File: src/mswd_defs.svh
// constants of the millisecond watchdog: offsets, fields, reset values, timing
// Behaviour
// - count the timeout in one-millisecond ticks
// - counter advances only in running power state
// - timeout write needs complement check, else slverr
// - expiry while enabled resets the processor tile
// - each restart reloads count from programmed timeout
// - upper half reads live count, zero after reset
// - lower half holds timeout, resets to 1000
// - writing zero to disable register enables watchdog
// - disable key resets counter and disables watchdog
// - boot program can read watchdog-caused-reset flag
`ifndef MSWD_DEFS_SVH
`define MSWD_DEFS_SVH
// register indices as printed; byte address is four times the index
`define MSWD_IDX_TIMEOUT_CTRL   8'hD6
`define MSWD_IDX_DISABLE_KEY    8'hD7
`define MSWD_IDX_RESTART        8'hD8
`define MSWD_IDX_EVT_STATUS     8'hD9
`define MSWD_IDX_EVT_MASK       8'hDA
`define MSWD_ADDR_TIMEOUT_CTRL  10'h358
`define MSWD_ADDR_DISABLE_KEY   10'h35C
`define MSWD_ADDR_RESTART       10'h360
`define MSWD_ADDR_EVT_STATUS    10'h364
`define MSWD_ADDR_EVT_MASK      10'h368
// field positions
`define MSWD_CNT_MSB            31
`define MSWD_CNT_LSB            16
`define MSWD_TMO_MSB            15
`define MSWD_TMO_LSB            0
// reset values and keys
`define MSWD_TMO_RESET          16'h03E8
`define MSWD_DISABLE_KEY        32'h0D15AB1E
`define MSWD_ENABLE_VALUE       32'h00000000
`define MSWD_RESTART_KEY        32'h0000600D
// event bits: bit0 expiry, bit1 rejected timeout write
`define MSWD_EVT_EXPIRE         0
`define MSWD_EVT_REJECT         1
// timing: clock 10 MHz, tick period 1 ms
`define MSWD_CLK_HZ             10000000
`define MSWD_TICK_NS            1000000
`define MSWD_CLK_NS             100
`define MSWD_TICK_CYCLES        (`MSWD_TICK_NS / `MSWD_CLK_NS)
// tile reset pulse length
`define MSWD_TILE_RST_CYCLES    16
`endif

File: src/mswd_pkg.sv
// types of the millisecond watchdog
package mswd_pkg;
  // axi write response codes
  typedef enum logic [1:0] {
    MSWD_RESP_OKAY   = 2'b00,
    MSWD_RESP_SLVERR = 2'b10
  } mswd_resp_t;
  // counter state
  typedef enum logic [1:0] {
    MSWD_ST_OFF     = 2'b00,
    MSWD_ST_RUN     = 2'b01,
    MSWD_ST_EXPIRED = 2'b10
  } mswd_state_t;
  // watchdog core status seen by software
  typedef struct packed {
    logic [15:0] count;
    logic [15:0] timeout;
  } mswd_ctrl_t;
endpackage : mswd_pkg

File: src/mswd_top.sv
// millisecond watchdog with axi4-lite register slave
//
// The implementer's own choice: register access over AXI4-Lite.
`include "mswd_defs.svh"
module mswd_top #(
  parameter int unsigned TICK_CYCLES = `MSWD_TICK_CYCLES  // cycles per 1 ms tick
) (
  input  wire logic        sys_clk_in,        // 10 MHz clock
  input  wire logic        rst_b_in,          // async reset, active low
  input  wire logic        running_power_state_in, // high while in running state
  input  wire logic [31:0] s_axi_awaddr_in,
  input  wire logic        s_axi_awvalid_in,
  output logic             s_axi_awready_out,
  input  wire logic [31:0] s_axi_wdata_in,
  input  wire logic [3:0]  s_axi_wstrb_in,
  input  wire logic        s_axi_wvalid_in,
  output logic             s_axi_wready_out,
  output logic [1:0]       s_axi_bresp_out,
  output logic             s_axi_bvalid_out,
  input  wire logic        s_axi_bready_in,
  input  wire logic [31:0] s_axi_araddr_in,
  input  wire logic        s_axi_arvalid_in,
  output logic             s_axi_arready_out,
  output logic [31:0]      s_axi_rdata_out,
  output logic [1:0]       s_axi_rresp_out,
  output logic             s_axi_rvalid_out,
  input  wire logic        s_axi_rready_in,
  output logic             tile_reset_out,    // high pulse resetting the processor tile
  output logic             irq_out            // level interrupt
);

  // register map, byte addresses from the constants header:
  //   timeout control  {live count, timeout}, the upper half is read-only
  //   disable key      zero enables, the key disables and clears the count
  //   restart          the restart key reloads the count from the timeout
  //   event status     {cause of tile reset, rejected write, expiry}, cleared on read
  //   event mask       one enable per event bit towards the interrupt
  // every output is a flop, so each answer lags its request by at least one
  // clock; a master must wait for valid rather than count cycles

  // power state pin synchroniser
  logic                    pwr_meta;          // first stage, read only by pwr_sync
  logic                    pwr_sync;          // safe running-state level

  // write channel capture
  logic                    aw_held;           // address taken, waiting for data
  logic [9:0]              aw_addr;           // captured byte address
  logic                    w_held;            // data taken, waiting for address
  logic [31:0]             w_data;            // captured write data
  logic [3:0]              w_strb;            // captured byte enables
  logic                    wr_go;             // both halves present, do the write

  // register state
  mswd_pkg::mswd_ctrl_t    ctrl;              // live count and timeout
  mswd_pkg::mswd_state_t   state;             // counter state
  logic [31:0]             disable_reg;       // last value written to disable register
  logic [1:0]              evt_status;        // sticky events
  logic [1:0]              evt_mask;          // interrupt mask
  logic                    wd_caused_reset;   // tile reset came from expiry

  // decoded write strobes
  logic                    wr_tmo;            // write to timeout register, any byte enables
  logic                    tmo_ok;            // complement check passed
  logic                    wr_dis;            // write to disable register
  logic                    wr_restart;        // restart with key
  logic                    tick;              // one-cycle millisecond tick
  logic [23:0]             div_cnt;           // tick divider
  logic [4:0]              trst_cnt;          // tile reset pulse counter
  logic                    expire;            // expiry event this cycle
  logic                    rd_status;         // status register read this cycle
  logic [31:0]             next_rdata;        // read mux

  // two-flop synchroniser on the power-state pin
  // the pin moves with the power controller's timing, not ours; only pwr_sync
  // feeds logic, so a metastable first stage never reaches the counter
  always_ff @(posedge sys_clk_in or negedge rst_b_in) begin
    if (!rst_b_in) begin
      pwr_meta <= 1'b0;
      pwr_sync <= 1'b0;
    end else begin
      pwr_meta <= running_power_state_in;
      pwr_sync <= pwr_meta;
    end
  end

  // write address channel: accept while no address held and no response pending
  // ready toggles while idle; that costs a cycle per write at worst but keeps
  // ready a plain flop with no path from the master's valid
  always_ff @(posedge sys_clk_in or negedge rst_b_in) begin
    if (!rst_b_in) begin
      aw_held           <= 1'b0;
      aw_addr           <= 10'h000;
      s_axi_awready_out <= 1'b0;
    end else begin
      s_axi_awready_out <= !aw_held && !s_axi_awready_out && !s_axi_bvalid_out;
      if (s_axi_awvalid_in && s_axi_awready_out) begin
        aw_held <= 1'b1;
        aw_addr <= s_axi_awaddr_in[9:0];
      end else if (wr_go) begin
        aw_held <= 1'b0;
      end
    end
  end

  // write data channel, taken independently of the address
  // mirrors the address channel so both halves normally land on one edge
  always_ff @(posedge sys_clk_in or negedge rst_b_in) begin
    if (!rst_b_in) begin
      w_held           <= 1'b0;
      w_data           <= 32'h00000000;
      w_strb           <= 4'h0;
      s_axi_wready_out <= 1'b0;
    end else begin
      s_axi_wready_out <= !w_held && !s_axi_wready_out && !s_axi_bvalid_out;
      if (s_axi_wvalid_in && s_axi_wready_out) begin
        w_held <= 1'b1;
        w_data <= s_axi_wdata_in;
        w_strb <= s_axi_wstrb_in;
      end else if (wr_go) begin
        w_held <= 1'b0;
      end
    end
  end

  // write decode; runs once both halves are held and no response is pending
  // a timeout write must carry all four byte lanes: anything less cannot hold
  // the value together with its complement, so it is refused
  always_comb begin
    wr_go      = aw_held && w_held && !s_axi_bvalid_out;
    wr_tmo     = wr_go && (aw_addr == `MSWD_ADDR_TIMEOUT_CTRL);
    tmo_ok     = (w_strb == 4'hF) && (w_data[31:16] == ~w_data[15:0]);
    wr_dis     = wr_go && (aw_addr == `MSWD_ADDR_DISABLE_KEY) && (w_strb == 4'hF);
    wr_restart = wr_go && (aw_addr == `MSWD_ADDR_RESTART) && (w_data == `MSWD_RESTART_KEY);
  end

  // write response: slverr for a failed complement check or an unmapped address
  // the response stands until bready, and no new write is taken meanwhile,
  // so a slow master can never lose an answer
  always_ff @(posedge sys_clk_in or negedge rst_b_in) begin
    if (!rst_b_in) begin
      s_axi_bvalid_out <= 1'b0;
      s_axi_bresp_out  <= mswd_pkg::MSWD_RESP_OKAY;
    end else if (wr_go) begin
      s_axi_bvalid_out <= 1'b1;
      if (wr_tmo && !tmo_ok) begin
        s_axi_bresp_out <= mswd_pkg::MSWD_RESP_SLVERR;
      end else if (aw_addr == `MSWD_ADDR_TIMEOUT_CTRL || aw_addr == `MSWD_ADDR_DISABLE_KEY ||
                   aw_addr == `MSWD_ADDR_RESTART || aw_addr == `MSWD_ADDR_EVT_STATUS ||
                   aw_addr == `MSWD_ADDR_EVT_MASK) begin
        s_axi_bresp_out <= mswd_pkg::MSWD_RESP_OKAY;
      end else begin
        s_axi_bresp_out <= mswd_pkg::MSWD_RESP_SLVERR;
      end
    end else if (s_axi_bready_in) begin
      s_axi_bvalid_out <= 1'b0;
    end
  end

  // millisecond tick divider, free running on the system clock
  // it never stops or restarts, so the first tick after an enable or restart
  // falls anywhere within one period: expiry comes after timeout-1 to timeout ms
  // limitation: software needing the full period must program one extra tick
  always_ff @(posedge sys_clk_in or negedge rst_b_in) begin
    if (!rst_b_in) begin
      div_cnt <= 24'h000000;
      tick    <= 1'b0;
    end else if (div_cnt == 24'(TICK_CYCLES - 1)) begin
      div_cnt <= 24'h000000;
      tick    <= 1'b1;
    end else begin
      div_cnt <= div_cnt + 24'h000001;
      tick    <= 1'b0;
    end
  end

  // timeout field: a rejected write leaves it alone
  // only the lower half is stored; the upper half of a write is the complement
  always_ff @(posedge sys_clk_in or negedge rst_b_in) begin
    if (!rst_b_in) begin
      ctrl.timeout <= `MSWD_TMO_RESET;
    end else if (wr_tmo && tmo_ok) begin
      ctrl.timeout <= w_data[`MSWD_TMO_MSB:`MSWD_TMO_LSB];
    end
  end

  // disable register holds last written value; key is its reset value
  // values other than zero and the key are stored and read back but act on
  // nothing, so a stray write cannot half-enable the watchdog
  always_ff @(posedge sys_clk_in or negedge rst_b_in) begin
    if (!rst_b_in) begin
      disable_reg <= `MSWD_DISABLE_KEY;
    end else if (wr_dis) begin
      disable_reg <= w_data;
    end
  end

  // counter state machine; only ticks in the running power state
  // priority: the disable key beats everything, then enable, then a fresh
  // timeout, then a restart; only with none of them does the count move
  // leaving the running state freezes the count where it stands rather than
  // clearing it, so a short quiescent spell does not grant a fresh timeout
  assign expire = (state == mswd_pkg::MSWD_ST_RUN) && tick && pwr_sync &&
                  (ctrl.count <= 16'h0001);
  always_ff @(posedge sys_clk_in or negedge rst_b_in) begin
    if (!rst_b_in) begin
      state      <= mswd_pkg::MSWD_ST_OFF;
      ctrl.count <= 16'h0000;
    end else if (wr_dis && w_data == `MSWD_DISABLE_KEY) begin
      state      <= mswd_pkg::MSWD_ST_OFF;
      ctrl.count <= 16'h0000;
    end else if (wr_dis && w_data == `MSWD_ENABLE_VALUE) begin
      state      <= mswd_pkg::MSWD_ST_RUN;
      ctrl.count <= ctrl.timeout;
    end else if (wr_tmo && tmo_ok) begin
      ctrl.count <= w_data[`MSWD_TMO_MSB:`MSWD_TMO_LSB];
    end else if (wr_restart) begin
      ctrl.count <= ctrl.timeout;
    end else begin
      case (state)
        mswd_pkg::MSWD_ST_OFF: begin
          ctrl.count <= ctrl.count;                      // disabled, hold
        end
        mswd_pkg::MSWD_ST_RUN: begin
          if (expire) begin
            state      <= mswd_pkg::MSWD_ST_EXPIRED;
            ctrl.count <= 16'h0000;
          end else if (tick && pwr_sync) begin
            ctrl.count <= ctrl.count - 16'h0001;
          end
        end
        mswd_pkg::MSWD_ST_EXPIRED: begin
          // tile is being reset; restart from the timeout after the pulse
          if (trst_cnt == 5'h01) begin
            state      <= mswd_pkg::MSWD_ST_RUN;
            ctrl.count <= ctrl.timeout;
          end
        end
        default: begin
          state <= mswd_pkg::MSWD_ST_OFF;
        end
      endcase
    end
  end

  // tile reset pulse of fixed length after expiry
  // the pulse is counted here, not in the tile, so it stays full length even
  // while the tile it resets is in disarray
  always_ff @(posedge sys_clk_in or negedge rst_b_in) begin
    if (!rst_b_in) begin
      trst_cnt       <= 5'h00;
      tile_reset_out <= 1'b0;
    end else if (expire) begin
      trst_cnt       <= 5'(`MSWD_TILE_RST_CYCLES);
      tile_reset_out <= 1'b1;
    end else if (trst_cnt != 5'h00) begin
      trst_cnt       <= trst_cnt - 5'h01;
      tile_reset_out <= (trst_cnt != 5'h01);
    end
  end

  // boot-readable cause flag; survives tile reset, cleared by a status read
  // only the block reset clears it otherwise, so boot code sees it after the
  // tile reset it reports
  always_ff @(posedge sys_clk_in or negedge rst_b_in) begin
    if (!rst_b_in) begin
      wd_caused_reset <= 1'b0;
    end else if (expire) begin
      wd_caused_reset <= 1'b1;
    end else if (rd_status) begin
      wd_caused_reset <= 1'b0;
    end
  end

  // sticky events; a set in the clearing read cycle wins
  // losing the set would hide an expiry that landed under the read
  always_ff @(posedge sys_clk_in or negedge rst_b_in) begin
    if (!rst_b_in) begin
      evt_status <= 2'b00;
    end else begin
      evt_status[`MSWD_EVT_EXPIRE] <= expire ||
        (evt_status[`MSWD_EVT_EXPIRE] && !rd_status);
      evt_status[`MSWD_EVT_REJECT] <= (wr_tmo && !tmo_ok) ||
        (evt_status[`MSWD_EVT_REJECT] && !rd_status);
    end
  end

  // mask register and interrupt output
  // the interrupt is registered from status and mask, so it trails a new
  // event or a clearing read by one clock
  always_ff @(posedge sys_clk_in or negedge rst_b_in) begin
    if (!rst_b_in) begin
      evt_mask <= 2'b00;
      irq_out  <= 1'b0;
    end else begin
      if (wr_go && aw_addr == `MSWD_ADDR_EVT_MASK && w_strb[0]) begin
        evt_mask <= w_data[1:0];
      end
      irq_out <= |(evt_status & evt_mask);
    end
  end

  // read mux
  // decoded straight from the address bus; it is sampled only at the address
  // handshake, when the master must hold the address stable
  assign rd_status = s_axi_arvalid_in && s_axi_arready_out &&
                     (s_axi_araddr_in[9:0] == `MSWD_ADDR_EVT_STATUS);
  always_comb begin
    case (s_axi_araddr_in[9:0])
      `MSWD_ADDR_TIMEOUT_CTRL: next_rdata = ctrl;
      `MSWD_ADDR_DISABLE_KEY:  next_rdata = disable_reg;
      `MSWD_ADDR_EVT_STATUS:   next_rdata = {29'h0, wd_caused_reset, evt_status};
      `MSWD_ADDR_EVT_MASK:     next_rdata = {30'h0, evt_mask};
      default:                 next_rdata = 32'h00000000;
    endcase
  end

  // read channel: one read at a time, answer the cycle after the address
  // data are captured at the handshake and stand until rready, so a slow
  // master reads the values of that edge even if the count moves on
  // a status read clears the events at that same edge
  always_ff @(posedge sys_clk_in or negedge rst_b_in) begin
    if (!rst_b_in) begin
      s_axi_arready_out <= 1'b0;
      s_axi_rvalid_out  <= 1'b0;
      s_axi_rdata_out   <= 32'h00000000;
      s_axi_rresp_out   <= mswd_pkg::MSWD_RESP_OKAY;
    end else begin
      s_axi_arready_out <= !s_axi_arready_out && !s_axi_rvalid_out && !s_axi_arvalid_in ?
                           1'b1 : (!s_axi_rvalid_out && !(s_axi_arvalid_in && s_axi_arready_out));
      if (s_axi_arvalid_in && s_axi_arready_out) begin
        s_axi_arready_out <= 1'b0;
        s_axi_rvalid_out  <= 1'b1;
        s_axi_rdata_out   <= next_rdata;
        case (s_axi_araddr_in[9:0])
          `MSWD_ADDR_TIMEOUT_CTRL, `MSWD_ADDR_DISABLE_KEY, `MSWD_ADDR_RESTART,
          `MSWD_ADDR_EVT_STATUS, `MSWD_ADDR_EVT_MASK:
            s_axi_rresp_out <= mswd_pkg::MSWD_RESP_OKAY;
          default:
            s_axi_rresp_out <= mswd_pkg::MSWD_RESP_SLVERR;
        endcase
      end else if (s_axi_rvalid_out && s_axi_rready_in) begin
        s_axi_rvalid_out <= 1'b0;
      end
    end
  end

endmodule : mswd_top

File: config.mk
export PLATFORM = sky130hd
export DESIGN_NAME = mswd_top
export DESIGN_NICKNAME = d
export VERILOG_FILES = /design/src/mswd_pkg.sv /design/src/mswd_top.sv
export VERILOG_INCLUDE_DIRS = /design/src
export SDC_FILE = /design/constraint.sdc
export NUM_CORES = 1
export LEC_CHECK = 0
export BUFFER_PORTS_ARGS = -buffer_cell sky130_fd_sc_hd__buf_2
export CELL_PAD_IN_SITES_DETAIL_PLACEMENT = 2
export CELL_PAD_IN_SITES_GLOBAL_PLACEMENT = 2
export CORE_ASPECT_RATIO = 1.2
export CORE_MARGIN = 2
export CORE_UTILIZATION = 40
export DETAILED_ROUTE_END_ITERATION = 8
export GPL_TIMING_DRIVEN = 0
export HOLD_SLACK_MARGIN = 0.08
export PLACE_DENSITY_LB_ADDON = 0.1
export SLEW_MARGIN = 20
export SYNTH_ARGS = -nofsm -noshare
export SYNTH_HDL_FRONTEND = slang
export SYNTH_SLANG_ARGS = --single-unit
File: constraint.sdc
create_clock -name sys_clk_in -period 4.15 [get_ports sys_clk_in]
set_clock_uncertainty 0.05 [all_clocks]
set_input_delay 0.83 -clock sys_clk_in [delete_from_list [all_inputs] [get_ports sys_clk_in]]
set_output_delay 0.83 -clock sys_clk_in [all_outputs]
set_load 0.005 [all_outputs]
Word-level counts from Yosys, hierarchy flattened
Index checks and enable logic that the tools add are counted.
{ "word_totals": {"regBits": 194, "in_bits": 108, "output_inout_bits": 43, "word_cells": 158} }
{ "op_classes": {"n_reduce_logical": 63, "bitwise": 2, "n_mux": 36, "addsub": 3, "n_eq_ne": 26, "n_lt_le_gt_ge": 1} }
{ "op_table": {"columns": ["op", "n"], "rows": [
  ["case mux 32 bit (4 select lines)", 1],
  ["two-way mux 16 bit", 7],
  ["== test 10 bit, second input constant", 10],
  ["== test 32 x 15 -> 1 bit, second input constant", 1],
  ["== test 32 x 28 -> 1 bit, second input constant", 1],
  ["logical AND 1 bit", 32],
  ["logical NOT 32 bit", 1],
  ["case mux 16 bit (2 select lines)", 1],
  ["adder 24 x 1 -> 24 bit, second input constant", 1],
  ["== test 24 x 14 -> 1 bit, second input constant", 1],
  ["two-way mux 24 bit", 1],
  ["two-way mux 2 bit", 9],
  ["== test 16 bit", 1],
  ["<= comparator 16 x 1 -> 1 bit, second input constant", 1],
  ["NOT 16 bit", 1],
  ["subtractor 16 x 1 -> 16 bit, second input constant", 1],
  ["two-way mux 1 bit", 14],
  ["nonzero test 2 bit", 6],
  ["logical NOT 1 bit", 11],
  ["two-way mux 5 bit", 2],
  ["!= test 7 x 4 -> 1 bit, second input constant", 1],
  ["logical OR 1 bit", 6],
  ["!= test 3 x 1 -> 1 bit, second input constant", 2],
  ["!= test 6 bit, second input constant", 1],
  ["other kinds (18)", 18]
]} }

Depth between registers and ports, before layout
Gate-level depths: netlist (run 1).
{ "logic_depth": {"depth_word": 10, "mapped_depth": 10, "depth_no_buf": 9} }

Least setup slack after synthesis (run 1)
No wires, ideal clock.
{ "synth_timing": {"kind": "flip-flop to flip-flop", "from": "reg aw_addr[1]", "to": "reg ctrl[18] (netlist name)", "required_ps": 3962, "arrival_ps": 2312, "period_less_slack_ps": 2501, "setup_time_ps": 138, "slack_ps": 1649, "stages_incl_launch_ff": 9, "path_buffers": 1, "cell_sequence": "dfrtp_1 > or3b_1 > or3_4 > or4_4 > nand3_2 > nor2_2 > buf_6 > a221oi_2 > o22ai_1"} }
{ "synth_via": {"elab_chain_len": 7, "elab_cells_between_ends": 19, "classes_between": "5 x eq/ne; 4 x mux; 10 x reduce/logical"} }
{ "synth_rtl": {"columns": ["item", "line", "rtl"], "rows": [
  ["start, declared", "mswd_top.sv:47", "logic [9:0] aw_addr;"],
  ["start signal, assigned", "mswd_top.sv:98", "aw_addr <= s_axi_awaddr_in[9:0];"],
  ["== test 10 bit (no source line)", null, null],
  ["logical AND 1 bit (2 in a row)", "mswd_top.sv:133", "wr_restart = wr_go && (aw_addr == `MSWD_ADDR_RESTART) && (w_data == `MSWD_RESTART_KEY);"],
  ["two-way mux 16 bit", "mswd_top.sv:216", "end else if (wr_restart) begin"],
  ["two-way mux 16 bit", "mswd_top.sv:214", "end else if (wr_tmo && tmo_ok) begin"],
  ["two-way mux 16 bit", "mswd_top.sv:211", "end else if (wr_dis && w_data == `MSWD_ENABLE_VALUE) begin"],
  ["two-way mux 16 bit", "mswd_top.sv:208", "end else if (wr_dis && w_data == `MSWD_DISABLE_KEY) begin"],
  ["end, declared", "mswd_top.sv:54", "mswd_pkg::mswd_ctrl_t ctrl;"]
]} }
Parallel ways exist; a longest one is shown, timed or not.
A chain may end at the register's enable or synchronous reset.

Worst setup path in the final report (run 1)
{ "layout_timing": {"from": "reg w_data[5]", "to": "reg ctrl[19] (netlist name)"} }
{ "layout_via": {"elab_chain_len": 7, "elab_cells_between_ends": 18, "classes_between": "5 x eq/ne; 4 x mux; 1 x bitwise; 8 x reduce/logical"} }
{ "layout_rtl": {"columns": ["item", "line", "rtl"], "rows": [
  ["start, declared", "mswd_top.sv:49", "logic [31:0] w_data;"],
  ["start signal, assigned", "mswd_top.sv:117", "w_data <= s_axi_wdata_in;"],
  ["branches (longest 7 deep; another with == test 32 x 15 -> 1 bit)", null, null]
]} }
Several ways; the timed one is not identified.

==> out/results.ini, run 1 <==
[yosys]
ys_seq_area_share_pct = 53.7
avgSynthCellArea_um2 = 11.2
ys_ff_latch = 192
yosysWarnings = 0
synth_cells = 800
synth_edf_count = 0
synth_largest_area_cell = dfrtp_1
yosysUniqueCellTypes = 60
yosysMostFrequentCell = dfrtp_1
synth.area.top_cells = dfrtp_1 48%, mux2_2 10%, dfstp_2 6.1%
async_reset_ff_share_pct = 100
ys.flop_type = dfrtp_1
synth_area_mm2 = 0.00899
synthTopCellsByCount = 171 x dfrtp_1, 83 x mux2_2, 82 x nand2_1, 57 x nor2_1, 32 x mux2i_1
synth_top_area_share_pct = 47.6

[sta]
slew_headroom_pct = 31.7
hold_viol = 0
fin_crit_sh_pct = 86.0
setup_viol = 0
finalCriticalPeriod_ns = 3.57
finalMaxSlewViolations = 0
worst_pin_slew_ns = 1.02
fmax_mhz = 280
rsz0062_at_grt = no

[setup_path]
cp_data_arrival_time_ns = 3.86
end_kind = flop
cp_slowest_cell = nor4bb_1
max_stage_delay_ns = 0.61
required_ns = 4.44
path_max_fanout = 10
crit_path_start_kind = flop
crit_type = flop to flop
crit_chain = nor4_1, nand4_1, nor4bb_1, o21bai_1, or3_1, buf_2, nand2_1, clkbuf_1, o22ai_1

[final_layout]
nFillCells = 2270
fin_util_pct = 47.3
layout.nets = 1038
syn_to_final_growth_pct = 16.8
drive_above_1_share_pct = 28.1
n_antenna_cell = 0

[clock_tree]
postCtsSetupBuffers = 0
holdBufCountCts = 0
cts_sinks = 192
clkTransAtPathRegs_ns = 0.07
cts_tree = yes
cts_buffer_depth = 2
worstSkewPairLatency_ns = 0.44
post_cts_resized = 0
htree_levels = 4
cts_buffers = 17
clock_tree.root_cell = clkbuf_16

[routing]
vias_per_cell = 5.69
drt-total-wl_mm = 28.8
dr.pass1.iters = 4
wl_per_cell_um = 23.7
drt_iter0_drc = 311
via_count = 6918
ant_nets = 0
drcViolationCount = 0

[power_and_ir_drop]
p_leak_nw = 4.94
p_total_mw = 5.08
ir_drop_v = 0.000263
powerDensity_mw_per_mm2 = 484

[floorplanning]
die_w_um = 141
io_pins = 151
rows = 60
initial_core_util_pct = 40.5
fp.dieH_um = 168
die-area_mm2 = 0.0237
core-area_mm2 = 0.0222

[global_routing]
grt_usage_pct = 25.1
antenna_found_initial = 0
grt_pass1_vias = 7932
overflow = 0
grt_pass1_wl_mm = 45.5
grt_max_degree = 102

[hold_path]
min_path_type = flop to flop

[placement]
port_buffers = 103
place_congestion = 0.877
detailed_place_hpwl_mm = 21.9

[run]
max_cap_violations = 0

[status]
run_status = completed

worst max-delay path: cells and delay by family (launching register included):
family | cells | cell delay (ns)
compound gates | 2 | 0.64
simple gates | 5 | 1.72
buf+inv | 2 | 0.56
flops | 1 | 0.49
cells in the final DEF, fill, tap and decap left out, types with 5 or more instances in the layout:
cell type	instances
dfrtp_1	171
buf_2	107
mux2_2	83
nand2_1	82
nor2_1	57
mux2i_1	32
o31ai_1	30
nor3_1	25
inv_1	24
clkbuf_1	24
xnor2_1	22
nor4_1	21
dfstp_2	21
nand3_1	18
clkbuf_16	17
xor2_1	15
a21o_1	15
a21oi_1	12
a221oi_1	11
o21ai_0	10
o2bb2ai_1	9
o22ai_1	9
or3_1	7
nand4_1	6
and2_1	6
ha_1	6
nand2b_1	5
nand4b_1	5
buf_1	5
o41ai_1	5
routing by layer:
layer  share of wire, %  wire length [um]  GRT usage, %
met5                  0                 0             0
met4                2.6               760          8.57
met3                4.0              1160          3.41
met2                 52             15000          45.0
met1                 41             11900          31.1
cell type report:
class,instances,area (um2),share of cell area [%]
clock inverters,13,149,1.42
inverters,24,90.1,0.858
flip-flops and latches,192,4830,46.0
multi-input cells,547,3920,37.3
plain buffers,38,171,1.63
well taps,279,349,3.32
clock buffers,19,443,4.22
repair buffers,104,553,5.27
report_power, final:
group	total (mW)	internal, mW	switching [mW]
Combinational	0.860	0.443	0.417
Sequential	2.57	2.14	0.431
Clock	1.66	0.872	0.784
Total	5.08	3.45	1.63
through the flow:
stage / setup slack, ns / instance area [um2] / hold WS (ns) / instances / setup TNS (ns)
global route: 0.415 / 10500 / 0.322 / 1216 / 0
global placement: -0.883 / 9860 / 0.295 / 1183 / -147.89
finish: 0.581 / 10500 / 0.316 / 1216 / 0
CTS: 0.667 / 10500 / 0.314 / 1216 / 0
floorplan: 1.65 / 9000 / 0.281 / 801 / 0
detailed placement: 0.698 / 9910 / 0.302 / 1184 / 0
kinds of logic after synthesis:
family	count (synthesis)	share of synthesized area, %
AOI/OAI and AO/OA	124	10.4
other	1	0.0417
buffers and inverters	62	2.91
xor gates and xnor gates	37	3.60
muxes	115	14.0
and+or+nand+nor	263	14.6
DFF	192	53.7
adders and majority gates	6	0.835
worst paths after layout:
kind	startpoint	end	slack, ns	cells past startpoint
worst max-delay path	w_data[5]$_DFFE_PN0P_	ctrl[19]$_DFFE_PN0P_	0.58	9
worst min-delay path	pwr_meta$_DFF_PN0_	pwr_sync$_DFF_PN0_	0.32	0
worst max register to register	w_data[5]$_DFFE_PN0P_	ctrl[19]$_DFFE_PN0P_	0.58	9
worst min register to register	pwr_meta$_DFF_PN0_	pwr_sync$_DFF_PN0_	0.32	0
max in group asynchronous	rst_b_in	div_cnt[18]$_DFF_PN0_	2.75	2
min in group asynchronous	rst_b_in	s_axi_rvalid_out$_DFFE_PN0P_	0.34	1
No activity file was read; power rests on OpenSTA's default activity.
==> run 2: changes to the inputs <==
--- a/config.mk
+++ b/config.mk
@@ -6,12 +6,13 @@
 export SDC_FILE = /design/constraint.sdc
 export NUM_CORES = 1
 export LEC_CHECK = 0
+export ABC_AREA = 1
 export BUFFER_PORTS_ARGS = -buffer_cell sky130_fd_sc_hd__buf_2
 export CELL_PAD_IN_SITES_DETAIL_PLACEMENT = 2
 export CELL_PAD_IN_SITES_GLOBAL_PLACEMENT = 2
 export CORE_ASPECT_RATIO = 1.2
 export CORE_MARGIN = 2
-export CORE_UTILIZATION = 40
+export CORE_UTILIZATION = 36
 export DETAILED_ROUTE_END_ITERATION = 8
 export GPL_TIMING_DRIVEN = 0
 export HOLD_SLACK_MARGIN = 0.08
==> run 2 against run 1 <==
  * Area after synthesis grew 14%
  * Critical path depth grew 1
  * Die area grew 26%
  * Register-to-register slack gained 0.85 ns
  * Sequential share of layout area shrank 5.4 points
  * Final area grew 13%
  * Clock-buffer cell count grew 1
  * Combinational power grew 51%
  * Core utilization shrank 4.8 points
  * Final cell count grew 54%
  * Critical path type unchanged
  * Largest power group unchanged
==> out/results.ini, run 2 <==
[setup_path]
crit_path_start_kind = flop
crit_type = flop to flop
cp_data_arrival_time_ns = 3.02  ; -0.84 ns
required_ns = 4.45  ; about the same
path_max_fanout = 8  ; -2
end_kind = flop

[floorplanning]
io_pins = 151  ; unchanged
rows = 67  ; +12%
die_w_um = 158  ; +12%
fp.dieH_um = 189  ; +12%
initial_core_util_pct = 36.6  ; -3.9 points
die-area_mm2 = 0.0298  ; +26%
core-area_mm2 = 0.0280  ; +26%

[yosys]
yosysWarnings = 0  ; unchanged
synth_area_mm2 = 0.0102  ; +14%
synth_top_area_share_pct = 41.8  ; -5.8 points
ys.flop_type = dfrtp_1
synth.area.top_cells = dfrtp_1 42%, nand2_1 15%, inv_1 5.6%
yosysUniqueCellTypes = 46  ; -23%
ys_ff_latch = 192  ; unchanged
ys_seq_area_share_pct = 47.2  ; -6.6 points
yosysMostFrequentCell = nand2_1
synthTopCellsByCount = 405 x nand2_1, 171 x dfrtp_1, 153 x inv_1, 147 x nor2_1, 92 x nand3_1
async_reset_ff_share_pct = 100  ; unchanged
avgSynthCellArea_um2 = 7.54  ; -33%
synth_edf_count = 0  ; unchanged
synth_cells = 1359  ; +70%
synth_largest_area_cell = dfrtp_1

[power_and_ir_drop]
swShare_pct = 37.2  ; +5.1 points
powerDensity_mw_per_mm2 = 458  ; -5.3%
clock_power_share_pct = 31.5  ; -1.1 points
p_total_mw = 5.45  ; +7.3%
seqPwrFrac_pct = 44.7  ; -5.8 points
p_int_mw = 3.43  ; -0.74%
ir_drop_v = 0.000244  ; -7.1%
p_switching_mw = 2.03  ; +24%
p_leak_nw = 5.91  ; +20%
p_comb_share_pct = 23.8  ; +6.9 points

[clock_tree]
postCtsSetupBuffers = 0  ; unchanged
post_cts_resized = 0  ; unchanged
cts_tree = yes
clkTransAtPathRegs_ns = 0.08  ; about the same
holdBufCountCts = 0  ; unchanged
worstSkewPairLatency_ns = 0.46  ; +0.02 ns
cts_buffers = 17  ; unchanged
htree_levels = 4  ; unchanged
cts_sinks = 192  ; unchanged
cts_buffer_depth = 2  ; unchanged
clock_tree.root_cell = clkbuf_16

[sta]
finalMaxSlewViolations = 0  ; unchanged
fin_crit_sh_pct = 65.5  ; -21 points
rsz0062_at_grt = no
slew_headroom_pct = 41.5  ; +9.8 points
finalSetupTns_ns = 0  ; unchanged
hold_viol = 0  ; unchanged
finalCriticalPeriod_ns = 2.72  ; -0.852 ns
worst_pin_slew_ns = 0.870  ; -0.147 ns
fmax_mhz = 368  ; +31%
setup_viol = 0  ; unchanged

[final_layout]
layout.nets = 1599  ; +54%
final_area_mm2 = 0.0119  ; +13%
final_common_cell = nand2_1
drive_above_1_share_pct = 16.9  ; -11 points
syn_to_final_growth_pct = 16.1
fin_cells = 1877  ; +54%
n_antenna_cell = 0  ; unchanged
most-common-layout-cells = 405 x nand2_1, 171 x dfrtp_1, 153 x inv_1

[routing]
via_count = 9505  ; +37%
drcViolationCount = 0  ; unchanged
drt-total-wl_mm = 36.3  ; +26%
dr.pass1.iters = 4  ; unchanged
ant_nets = 0  ; unchanged
drt_iter0_drc = 441  ; +42%
vias_per_cell = 5.06  ; -11%
wl_per_cell_um = 19.3  ; -18%

[global_routing]
grt_pass1_vias = 10401  ; +31%
overflow = 0  ; unchanged
antenna_found_initial = 0  ; unchanged
grt_max_degree = 91  ; -11%
grt_usage_pct = 25.9  ; +0.79 points
grt_pass1_wl_mm = 58.9  ; +29%

[status]
run_status = completed

[placement]
place_congestion = 0.890  ; +1.4%
detailed_place_hpwl_mm = 28.4  ; +30%
port_buffers = 104  ; +0.97%
dp.cells = 1845  ; +56%
place_area_mm2 = 0.0113  ; +14%

[run]
max_cap_violations = 0  ; unchanged

[hold_path]
min_path_type = input port to asynchronous set/reset pin

run 2: changes by cell type in the layout (fill, tap and decap cells not counted), moves of 32 or more:
cell and change:
inv_1 +129, mux2i_1 -32, mux2_2 -71, o21ai_0 +47
nand3_1 +74, nand2_1 +323, nor2_1 +90
run 2: worst paths after layout:
| check | startpoint | endpoint | slack, ns | cells past startpoint |
|---|---|---|---|---|
| min in group sys_clk_in | pwr_meta$_DFF_PN0_ | pwr_sync$_DFF_PN0_ | 0.30 | 0 |
| max | aw_addr[1]$_DFFE_PN0P_ | ctrl[26]$_DFFE_PN0P_ | 1.43 | 10 |
| max reg2reg | aw_addr[1]$_DFFE_PN0P_ | ctrl[26]$_DFFE_PN0P_ | 1.43 | 10 |
| min | rst_b_in | trst_cnt[0]$_DFFE_PN0P_ | 0.20 | 1 |
| min reg2reg | pwr_meta$_DFF_PN0_ | pwr_sync$_DFF_PN0_ | 0.30 | 0 |
| max in group asynchronous | rst_b_in | disable_reg[2]$_DFFE_PN1P_ | 2.74 | 3 |
run 2: stage by stage:
step | hold slack [ns] | util, % | worst slack, ns
finish | 0.196 | 42.5 | 1.43
global route | 0.217 | 42.5 | 1.34
global placement | 0.283 | 40.2 | -1.19
floorplan | 0.281 | - | 2.02
detailed placement | 0.293 | 40.4 | 1.16
CTS | 0.206 | 42.5 | 1.45
run 2: area by class of cell:
| type | count | area [um2] |
|---|---|---|
| clock inverters | 12 | 134 |
| multi-input cells | 950 | 4550 |
| fillers | 3342 | 16100 |
| clock buffers | 20 | 457 |
| flip-flops and latches | 192 | 4830 |
| well taps | 379 | 474 |
| inverters | 178 | 669 |
| plain buffers | 40 | 194 |
| repair buffers | 106 | 586 |
run 2: worst max-delay path: stages (launching register included):
cell and delay (ns):
dfrtp_1 0.39, nor2_2 0.23, inv_2 0.10, nor2_4 0.11
inv_2 0.05, nor4_1 0.62, nand2_1 0.43, o21ai_0 0.35
inv_1 0.09, nand3_1 0.11, nand2_1 0.05
run 2: routing by layer:
| metal | global-route usage, % | part of all wire (%) | up-vias |
|---|---|---|---|
| met4 | 7.80 | 2.5 | 0 |
| met2 | 45.6 | 51 | 157 |
| met1 | 32.8 | 44 | 4730 |
| li1 | - | - | 4562 |
| met3 | 3.56 | 2.6 | 56 |
| met5 | 0 | 0 | - |
run 2: cells by family after synthesis:
logic type               share of synthesized area (%)
flip-flops                                        47.2
AO/OA/AOI/OAI                                     8.86
adder cells (fa/ha/maj)                          0.733
XOR/XNOR                                          2.05
multiplexers                                      1.32
other                                           0.0366
AND/OR/NAND/NOR                                   31.4
buffers and inverters                             8.43
run 2: power groups by stage:
| stage | clock (mW) | sequential [mW] | combinational, mW |
|---|---|---|---|
| floorplan | 0 | 2.36 | 0.807 |
| global placement | 0 | 2.45 | 1.22 |
| detailed placement | 0 | 2.46 | 1.30 |
| CTS | 1.75 | 2.43 | 1.32 |
| global route | 1.82 | 2.47 | 1.46 |
| finish | 1.72 | 2.44 | 1.30 |
